## src/design/retimer_csr_pkg.sv

```systemverilog
// Register map, field layout, reset values and strap codes of the retimer CSR slice.
// Assumes a byte-wide register file reached over a 32-bit classic Wishbone port.
package retimer_csr_pkg;

  localparam logic [7:0] OFF_HS_LANE_EDGE_RATE   = 8'h0B;
  localparam logic [7:0] OFF_LANE0_CONTENTION    = 8'h0D;
  localparam logic [7:0] OFF_HS_SWING_PREEMPH    = 8'h0E;
  localparam logic [7:0] OFF_TURNAROUND_LOW      = 8'h10;
  localparam logic [7:0] OFF_TURNAROUND_HIGH     = 8'h11;
  localparam logic [7:0] OFF_TURNAROUND_STATUS   = 8'h12;

  localparam int         LANE3_SLEW_LSB          = 6;
  localparam int         LANE2_SLEW_LSB          = 4;
  localparam int         LANE1_SLEW_LSB          = 2;
  localparam int         LANE0_SLEW_LSB          = 0;
  localparam int         OUT_NEG_CONFLICT_BIT    = 5;
  localparam int         OUT_POS_CONFLICT_BIT    = 4;
  localparam int         IN_NEG_CONFLICT_BIT     = 1;
  localparam int         IN_POS_CONFLICT_BIT     = 0;
  localparam int         SWING_LSB               = 4;
  localparam int         EMPHASIS_LSB            = 0;

  localparam logic [7:0] TURNAROUND_BYTE_RESET   = 8'hFF;
  localparam logic [1:0] SWING_MID_CODE          = 2'h1;
  localparam logic [1:0] SWING_HIGH_CODE         = 2'h2;
  localparam logic [1:0] EMPHASIS_MID_CODE       = 2'h1;
  localparam logic [1:0] EMPHASIS_HIGH_CODE      = 2'h2;

  // Three-level strap sample as delivered by the pin comparators
  typedef enum logic [1:0] {
    STRAP_LOW  = 2'h0,
    STRAP_MID  = 2'h1,
    STRAP_HIGH = 2'h2
  } strap_level_e;

  typedef struct packed {
    strap_level_e slew;
    strap_level_e first_cfg;
    strap_level_e second_cfg;
  } strap_s;

  typedef struct packed {
    logic out_neg;
    logic out_pos;
    logic in_neg;
    logic in_pos;
  } conflict_s;

endpackage

```

## src/design/retimer_csr.sv

```systemverilog
// CSR slice of a four-lane retimer: HS edge-rate, swing, pre-emphasis, contention flags
// and the bus-turnaround timeout timer.
// Assumes a classic Wishbone master, straps held stable around reset release, and a
// one-cycle low-power transmit clock enable pulse from a divider elsewhere.
//
// The Wishbone interface to the registers was decided locally.
`timescale 1ns/1ps

module retimer_csr
  import retimer_csr_pkg::*;
(
  input  wire logic                       clk,
  input  wire logic                       rst,
  input  wire logic                       reset_in_low_active,
  input  wire retimer_csr_pkg::strap_s    straps,
  input  wire retimer_csr_pkg::conflict_s lane0_conflict,
  input  wire logic                       low_power_transmit,
  input  wire logic                       turnaround_request,
  input  wire logic                       turnaround_ack,
  input  wire logic                       wb_cyc_i,
  input  wire logic                       wb_stb_i,
  input  wire logic                       wb_we_i,
  input  wire logic [7:0]                 wb_adr_i,
  input  wire logic [3:0]                 wb_sel_i,
  input  wire logic [31:0]                wb_dat_i,
  output logic      [31:0]                wb_dat_o,
  output logic                            wb_ack_o,
  output logic      [7:0]                 hs_lane_edge_rate,
  output logic      [1:0]                 hs_swing_select,
  output logic      [1:0]                 hs_emphasis_select,
  output logic                            turnaround_abandon,
  output logic                            turnaround_active
);
  import retimer_csr_pkg::*;

  typedef enum logic [1:0] {
    TA_IDLE,
    TA_RUN,
    TA_DONE
  } ta_state_e;

  function automatic logic [1:0] strap_code(input strap_level_e lvl);
    case (lvl)
      STRAP_LOW:  strap_code = 2'h0;
      STRAP_MID:  strap_code = 2'h1;
      STRAP_HIGH: strap_code = 2'h2;
      default:    strap_code = 2'h0;
    endcase
  endfunction

  // Register decode used by the unmapped-read check
  function automatic logic reg_mapped(input logic [7:0] adr);
    case (adr)
      OFF_HS_LANE_EDGE_RATE, OFF_LANE0_CONTENTION, OFF_HS_SWING_PREEMPH: reg_mapped = 1'b1;
      OFF_TURNAROUND_LOW, OFF_TURNAROUND_HIGH, OFF_TURNAROUND_STATUS:    reg_mapped = 1'b1;
      default:                                                           reg_mapped = 1'b0;
    endcase
  endfunction

  function automatic int slew_lsb(input int lane);
    case (lane)
      3:       slew_lsb = LANE3_SLEW_LSB;
      2:       slew_lsb = LANE2_SLEW_LSB;
      1:       slew_lsb = LANE1_SLEW_LSB;
      default: slew_lsb = LANE0_SLEW_LSB;
    endcase
  endfunction

  logic [7:0]  edge_q;
  logic [1:0]  swing_q;
  logic [1:0]  emph_q;
  logic [7:0]  limit_low_q;
  logic [7:0]  limit_high_q;
  conflict_s   conflict_q;
  logic        reset_in_low_active_prev_q;
  logic        ack_q;
  logic [31:0] rdata_q;
  logic [15:0] count_q;
  logic        abandon_q;
  logic        acked_q;
  ta_state_e   ta_q;

  // Strap capture on the rising edge of the pin reset
  wire         strap_load = reset_in_low_active & ~reset_in_low_active_prev_q;
  wire         bus_req    = wb_cyc_i & wb_stb_i & ~ack_q;
  wire         bus_wr     = bus_req & wb_we_i & wb_sel_i[0];
  wire [7:0]   wbyte      = wb_dat_i[7:0];
  wire         wr_edge    = bus_wr & (wb_adr_i == OFF_HS_LANE_EDGE_RATE);
  wire         wr_swing   = bus_wr & (wb_adr_i == OFF_HS_SWING_PREEMPH);
  wire         wr_low     = bus_wr & (wb_adr_i == OFF_TURNAROUND_LOW);
  wire         wr_high    = bus_wr & (wb_adr_i == OFF_TURNAROUND_HIGH);
  wire [1:0]   slew_code  = strap_code(straps.slew);
  wire [15:0]  limit      = {limit_high_q, limit_low_q};
  wire         expired    = (ta_q == TA_RUN) & (count_q >= limit);

  // Swing: mid first strap, or low first with second not high, gives 01
  wire         swing_up   = (straps.first_cfg == STRAP_HIGH) |
                            ((straps.first_cfg == STRAP_LOW) & (straps.second_cfg == STRAP_HIGH));
  wire [1:0]   swing_strap = swing_up ? SWING_HIGH_CODE : SWING_MID_CODE;
  wire [1:0]   emph_strap  = (straps.second_cfg == STRAP_HIGH) ? EMPHASIS_HIGH_CODE : EMPHASIS_MID_CODE;

  wire [7:0]   status_byte = {2'h0, conflict_q.out_neg, conflict_q.out_pos,
                              2'h0, conflict_q.in_neg, conflict_q.in_pos};
  wire [7:0]   swing_byte  = {2'h0, swing_q, 2'h0, emph_q};
  wire [7:0]   ta_byte     = {6'h00, abandon_q, acked_q};

  logic [7:0] rbyte;
  always_comb begin
    case (wb_adr_i)
      OFF_HS_LANE_EDGE_RATE: rbyte = edge_q;
      OFF_LANE0_CONTENTION:  rbyte = status_byte;
      OFF_HS_SWING_PREEMPH:  rbyte = swing_byte;
      OFF_TURNAROUND_LOW:    rbyte = limit_low_q;
      OFF_TURNAROUND_HIGH:   rbyte = limit_high_q;
      OFF_TURNAROUND_STATUS: rbyte = ta_byte;
      default:               rbyte = 8'h00;
    endcase
  end

  always_ff @(posedge clk) begin
    if (rst) begin
      reset_in_low_active_prev_q <= 1'b0;
    end else begin
      reset_in_low_active_prev_q <= reset_in_low_active;
    end
  end

  // Strap load takes priority so a stale write cannot survive power-up
  always_ff @(posedge clk) begin
    if (rst) begin
      edge_q  <= 8'h00;
      swing_q <= 2'h0;
      emph_q  <= 2'h0;
    end else if (strap_load) begin
      edge_q  <= {4{slew_code}};
      swing_q <= swing_strap;
      emph_q  <= emph_strap;
    end else begin
      if (wr_edge) begin
        edge_q <= wbyte;
      end
      if (wr_swing) begin
        swing_q <= wbyte[SWING_LSB +: 2];
        emph_q  <= wbyte[EMPHASIS_LSB +: 2];
      end
    end
  end

  always_ff @(posedge clk) begin
    if (rst) begin
      limit_low_q  <= TURNAROUND_BYTE_RESET;
      limit_high_q <= TURNAROUND_BYTE_RESET;
    end else begin
      if (wr_low) begin
        limit_low_q <= wbyte;
      end
      if (wr_high) begin
        limit_high_q <= wbyte;
      end
    end
  end

  always_ff @(posedge clk) begin
    if (rst) begin
      conflict_q <= '0;
    end else begin
      conflict_q <= lane0_conflict;
    end
  end

  // One-cycle ack; the gap term stops a held request from being acked in two consecutive cycles
  always_ff @(posedge clk) begin
    if (rst) begin
      ack_q   <= 1'b0;
      rdata_q <= 32'h0000_0000;
    end else begin
      ack_q   <= bus_req;
      rdata_q <= bus_req ? {24'h000000, rbyte} : 32'h0000_0000;
    end
  end

  // Turnaround timer; a new request restarts even a running timer
  always_ff @(posedge clk) begin
    if (rst) begin
      ta_q      <= TA_IDLE;
      count_q   <= 16'h0000;
      abandon_q <= 1'b0;
      acked_q   <= 1'b0;
    end else if (turnaround_request) begin
      ta_q      <= TA_RUN;
      count_q   <= 16'h0000;
      abandon_q <= 1'b0;
      acked_q   <= 1'b0;
    end else begin
      case (ta_q)
        TA_IDLE: begin
          ta_q <= TA_IDLE;
        end
        TA_RUN: begin
          if (turnaround_ack) begin
            ta_q    <= TA_DONE;
            acked_q <= 1'b1;
          end else if (expired) begin
            ta_q      <= TA_DONE;
            abandon_q <= 1'b1;
          end else if (low_power_transmit) begin
            count_q <= count_q + 16'h0001;
          end
        end
        TA_DONE: begin
          ta_q <= TA_DONE;
        end
        default: begin
          ta_q <= TA_IDLE;
        end
      endcase
    end
  end

  assign wb_ack_o           = ack_q;
  assign wb_dat_o           = rdata_q;
  assign hs_lane_edge_rate  = edge_q;
  assign hs_swing_select    = swing_q;
  assign hs_emphasis_select = emph_q;
  assign turnaround_abandon = abandon_q;
  assign turnaround_active  = (ta_q == TA_RUN);

  // Per-lane slew fields
  for (genvar lane = 0; lane < 4; lane++) begin : g_lane
    localparam int FIELD_LSB = slew_lsb(lane);

  end
endmodule

```

## config.mk

```make
export PLATFORM = sky130hd
export DESIGN_NAME = retimer_csr
export DESIGN_NICKNAME = d
export VERILOG_FILES = /design/src/design/retimer_csr_pkg.sv /design/src/design/retimer_csr.sv
export SDC_FILE = /design/constraint.sdc
export NUM_CORES = 1
export LEC_CHECK = 0
export BUFFER_PORTS_ARGS = -buffer_cell sky130_fd_sc_hd__buf_2
export CORE_MARGIN = 2
export CORE_UTILIZATION = 45
export CTS_CLUSTER_DIAMETER = 80
export DETAILED_ROUTE_END_ITERATION = 16
export PLACE_DENSITY = 0.72
export SLEW_MARGIN = 20
export SYNTH_ARGS = -nofsm -noshare
export SYNTH_HDL_FRONTEND = slang
export SYNTH_SLANG_ARGS = --single-unit
```

## constraint.sdc

```tcl
create_clock -name clk -period 5.9 [get_ports clk]
set_clock_uncertainty 0.1 [all_clocks]
set_input_delay 0.59 -clock clk [delete_from_list [all_inputs] [get_ports clk]]
set_output_delay 0.59 -clock clk [all_outputs]
set_load 0.1 [all_outputs]
```

Yosys cells after proc, flatten, opt, wreduce, memory -nomap -nowiden
Cells that the tools add are included.
Word-level totals
  bits in registers: 86
  bits in latches: 0
  bits in writable memories: 0
  bits in read-only memories: 0
  input port bits: 63
  logic and storage cells: 73
  memories: 0
Operators by class
  $add $sub $neg: 1
  $mul: 0
  div/mod/pow operators: 0
  $lt $le $gt $ge: 1
  equality and inequality tests: 14
  shifts and indexed selects: 0
  mux-type cells: 14
  bitwise gates (word level): 17
  reductions and logical operators: 8
Operators with widths (count)
  $pmux W8 S6: 1
  $eq A8 B4 Y1 const B: 3
  $eq A8 B5 Y1 const B: 3
  $add A16 B1 Y16 const B: 1
  $ge A16 B16 Y1: 1
  $mux W2: 8
  $mux W8: 2
  $and A1 B1 Y1: 11
  $eq A2 B2 Y1 const B: 4
  $pmux W2 S2: 2
  $not A1 Y1: 5
  $eq A2 B1 Y1 const B: 2
  $ne A4 B3 Y1 const B: 1
  $reduce_and A4 Y1: 1
  $reduce_bool A2 Y1: 2
  $reduce_or A2 Y1: 2
  $ne A3 B2 Y1 const B: 1
  $reduce_and A3 Y1: 1
  $logic_not A2 Y1: 1
  $reduce_and A2 Y1: 1
  $mux W1: 1
  $or A1 B1 Y1: 1

Longest topological paths before layout
  depth after elaboration: 7
  gate-level depth with buffers: 10
  depth with buffers taken out: 8

Least setup slack after synthesis
No wires, ideal clock.
  path kind: flip-flop to flip-flop
  start: register ta_q[1]
  end: register count_q[12]
  library setup time: 0.070 ns
  arrival time: 2.475 ns
  path slack: 3.255 ns
  cell stages (with the launch flop): 8
  buffers on the path: 1
  cells stage by stage: dfxtp_1 inv_1 ha_1 nor2b_1 o2111ai_2 buf_2 or4_1 a21oi_1
Between the ends
  cells in the longest elaborated chain, start to end: 4
Ends and longest elaborated chain
  start, declared: RTL line retimer_csr.sv:81  | ta_state_e ta_q;
  start signal, assigned: RTL line retimer_csr.sv:185  | ta_q <= TA_IDLE;
  start signal, assigned: RTL line retimer_csr.sv:190  | ta_q <= TA_RUN;
  start signal, assigned: RTL line retimer_csr.sv:197  | ta_q <= TA_IDLE;
  $eq A2 B1 Y1 *
  via turnaround_active: RTL line retimer_csr.sv:32  | output logic turnaround_active
  $and A1 B1 Y1: RTL line retimer_csr.sv:94  | wire expired = (ta_q == TA_RUN) & (count_q >= limit);
  $not A1 Y1 (no source line)
  $reduce_and A4 Y1 (no source line) *
  end signal, assigned: RTL line retimer_csr.sv:207  | count_q <= count_q + 16'h0001;
  end, declared: RTL line retimer_csr.sv:78  | logic [15:0] count_q;
The timed path passes the listed nets; every way through them passes the cells marked *.
A chain may end at the register's enable or synchronous reset.

Worst setup path after layout
  start: register limit_low_q[2]
  end: register count_q[13]
Between the ends
  cells in the longest elaborated chain, start to end: 4
Ends and longest elaborated chain
  start, declared: RTL line retimer_csr.sv:72  | logic [7:0] limit_low_q;
  start signal, assigned: RTL line retimer_csr.sv:155  | limit_low_q <= wbyte;
  $ge A16 B16 Y1: RTL line retimer_csr.sv:94
  $and A1 B1 Y1: RTL line retimer_csr.sv:94
  $not A1 Y1 (no source line)
  $reduce_and A4 Y1 (no source line)
Every way passes these cells.

==> flow_summary.yaml <==
outcome:
  status: "complete, no violations"
clocking:
  htreeDepth: 3
  clockBufferDepth: 2
  cts_resized: 0
  clk_latency_ns: 0.34
  cts_tree: "built"
  cts_hold_buffers: 0
  post_cts_buffers: 0
  cts_root_buffer: "clkbuf_8"
  clock-sinks: 62
  cts_buffers: 9
  clk_pin_slew_worst_paths_ns: 0.07
placement:
  gp_congestion: 0.797
  place_hpwl_mm: 5.80
  place_inst: 526
  portBuffers: 58
drt:
  wirelength_mm: 7.80
  detail-route-antenna-nets: 0
  num_vias: 2905
  route.detailed.drc: 0
  routed_via_density: 5.36
  wl_per_cell_um: 14.4
  first_pass_iters: 7
  drtIter0Drc: 267
hold_path:
  holdPathEnd: "conflict_q[0]"
  hp-class: "input port to flip-flop"
  whs_path_depth: 2
  hold_start: "lane0_conflict[0]"
synth:
  synth_cells: 390
  ys_ff_latch: 62
  ys_seq_area_frac: 0.375
  synth_area_um2: 3310
  synth_compound_area_frac: 0.219
  synth.avg_cell_area_um2: 8.48
  synth_top_family_by_area: "simple AND/OR/NAND/NOR gates"
  synthXorXnorAreaFrac: 0.00265
  async_reset_ff_frac: 0
  synth.distinct_cells: 48
  synthAdderAreaFrac: 0.0681
  synth_ff_type: "dfxtp_1"
  synth_edf_count: 0
  synth_warnings: 0
  yosys.area_share.simple: 0.220
  muxShareOfSynthArea: 0.00605
setup_path:
  reg2regPathDepth: 8
  cp.arrival_ns: 3.03
  cp_data_required_time_ns: 6.07
  cp-end-kind: "flip-flop"
  worstSetupPathType: "flip-flop to flip-flop"
  r2r_slack_ns: 3.04
  worstReg2RegEnd: "count_q[13]"
  rr_startpoint: "limit_low_q[2]"
  worstSetupStartpointType: "flip-flop"
  path_max_fanout: 31
power:
  power.leakage_nw: 1.67
  peakVddDrop_mv: 0.111
  pwr_density_cell_nw_per_um2: 273
  p_total_mw: 1.03
sta:
  grt_setup_unrepaired: "false"
  fmax_mhz: 349
  slew_viol_final: 0
  holdWs_ns: 0.353
  relSlewSlack: 0.400
  period_needed_ns: 2.86
  post-route-period-util: 0.485
  setup_viol: 0
  setup_tns_ns: 0
  finalHoldViolCount: 0
  worst-slew-pin-transition_ns: 0.899
finish:
  diodes: 0
  nets: 519
  layout-drive-gt1-share: 0.192
  final_cells: 542
  syn_to_final_growth_pct: 14.2
  final_core_util: 0.527
grt:
  grt_start_max_net_pins: 38
  gr-total-overflow: 0
  antenna_found_initial: 0
  grt_pass1_vias: 2777
  grtUsageTotal: 0.202
  grt_pass1_wl_mm: 13.2
die:
  start_util: 0.461
  rows: 31
  die-width_um: 89.7
  fp.coreArea_um2: 7180
  die-area_um2: 8050
  boundaryPins: 110
  dieHeight_um: 89.7
flow_run:
  maxCapViolCount: 0
through the flow:
| stage | area [µm²] | worst slack (ns) |
|---|---|---|
| 2_1_floorplan | 3390 | 3.25 |
| 3_3_place_gp | 3540 | 2.92 |
| 3_5_place_dp | 3540 | 2.83 |
| 4_1_cts | 3770 | 2.83 |
| 5_1_grt | 3780 | 2.81 |
| 6_report | 3780 | 3.04 |
synthesized netlist by cell type, types with 2 or more instances:
library cell   n  area (µm²)
dfxtp_1       62        1240
a21oi_1       44         220
nor2_1        28         105
buf_4         25         188
inv_1         24        90.1
nand2_1       23        86.3
ha_1          18         225
nand3_1       17        85.1
clkbuf_1      13        48.8
o21ai_0       12        60.1
a211oi_1      10        75.1
nor2b_1       10        62.6
nand3b_1       9        67.6
a311o_1        8        80.1
o31ai_1        8        60.1
or4_1          8        60.1
a222oi_1       6        60.1
a22oi_1        6        45.0
or3_1          6        37.5
nand2b_1       5        31.3
and3_1         4        25.0
buf_2          4        20.0
or2_2          4        25.0
nand4_1        3        18.8
nor3b_1        3        22.5
a41oi_1        2        17.5
and2_1         2        12.5
and3b_1        2        17.5
buf_1          2        7.51
mux2i_1        2        20.0
nor3_1         2        10.0
o22ai_1        2        12.5
logic make-up after synthesis:
kind of cell,Yosys count
fa+ha+maj,18
xor+xnor,1
buf+inv,68
mux,2
other cells,1
simple gates,130
compound gates,108
flops,62
worst max-delay path: stages (launching register included):
cell and delay [ns]:
dfxtp_1 0.36, inv_1 0.07, ha_1 0.30, a211oi_1 0.24, o21ai_1 0.11, a41oi_1 0.42, o2111ai_4 0.42, or4_1 0.61
a21oi_1 0.15
layout by cell type (no fill, tap or decap), types with 3 or more instances in the layout:
| cell type | count |
|---|---|
| a211oi_1 | 10 |
| a21oi_1 | 44 |
| a222oi_1 | 6 |
| a22oi_1 | 6 |
| a311o_1 | 8 |
| and3_1 | 4 |
| buf_2 | 58 |
| clkbuf_8 | 10 |
| conb_1 | 24 |
| dfxtp_1 | 62 |
| ha_1 | 18 |
| inv_1 | 24 |
| nand2_1 | 23 |
| nand2b_1 | 5 |
| nand3_1 | 17 |
| nand3b_1 | 9 |
| nand4_1 | 3 |
| nor2_1 | 28 |
| nor2b_1 | 10 |
| nor3b_1 | 3 |
| o21ai_0 | 12 |
| o31ai_1 | 8 |
| or2_2 | 4 |
| or3_1 | 6 |
| or4_1 | 8 |
power breakdown:
group	total (mW)	internal, mW	switching, mW	leakage (nW)
clock network	0.418	0.248	0.171	0.108
logic	0.180	0.0279	0.152	1.06
registers	0.434	0.428	0.00656	0.504
metal layers:
layer,wire length (µm),track usage,vias up,part of all wire
li1,-,-,1461,-
met1,3550,0.263,1350,0.46
met2,3720,0.334,88,0.48
met3,454,0.0327,6,0.058
met4,72,0.0821,0,0.0092
met5,0,0,-,0
registers in the layout, indices dropped and copies added, names as in the netlist, 2 cells and up:
signal	count
conflict_q	4
count_q	16
hs_emphasis_select	2
hs_lane_edge_rate	8
hs_swing_select	2
limit_high_q	8
limit_low_q	8
ta_q	2
wb_dat_o	8
worst max path at each step:
stage | start | endpoint | slack, ns | cells after the start
global placement | limit_low_q[2] | count_q[12] | 2.92 | 8
CTS | limit_low_q[2] | count_q[9] | 2.83 | 8
floorplan | ta_q[1] | count_q[12] | 3.25 | 7
global route | count_q[7] | count_q[11] | 2.81 | 7
detailed placement | limit_low_q[2] | count_q[9] | 2.83 | 8
finish | limit_low_q[2] | count_q[13] | 3.04 | 8
layout make-up:
cell class              instances  area [µm²]
fillers                       692        3400
flip-flops and latches         62        1240
repair buffers                 58         290
clock buffers                  10         138
clock inverters                 6        85.1
inverters                      24        90.1
well taps                      99         124
multi-input cells             283        1810
No activity file was read; power rests on OpenSTA's default activity.
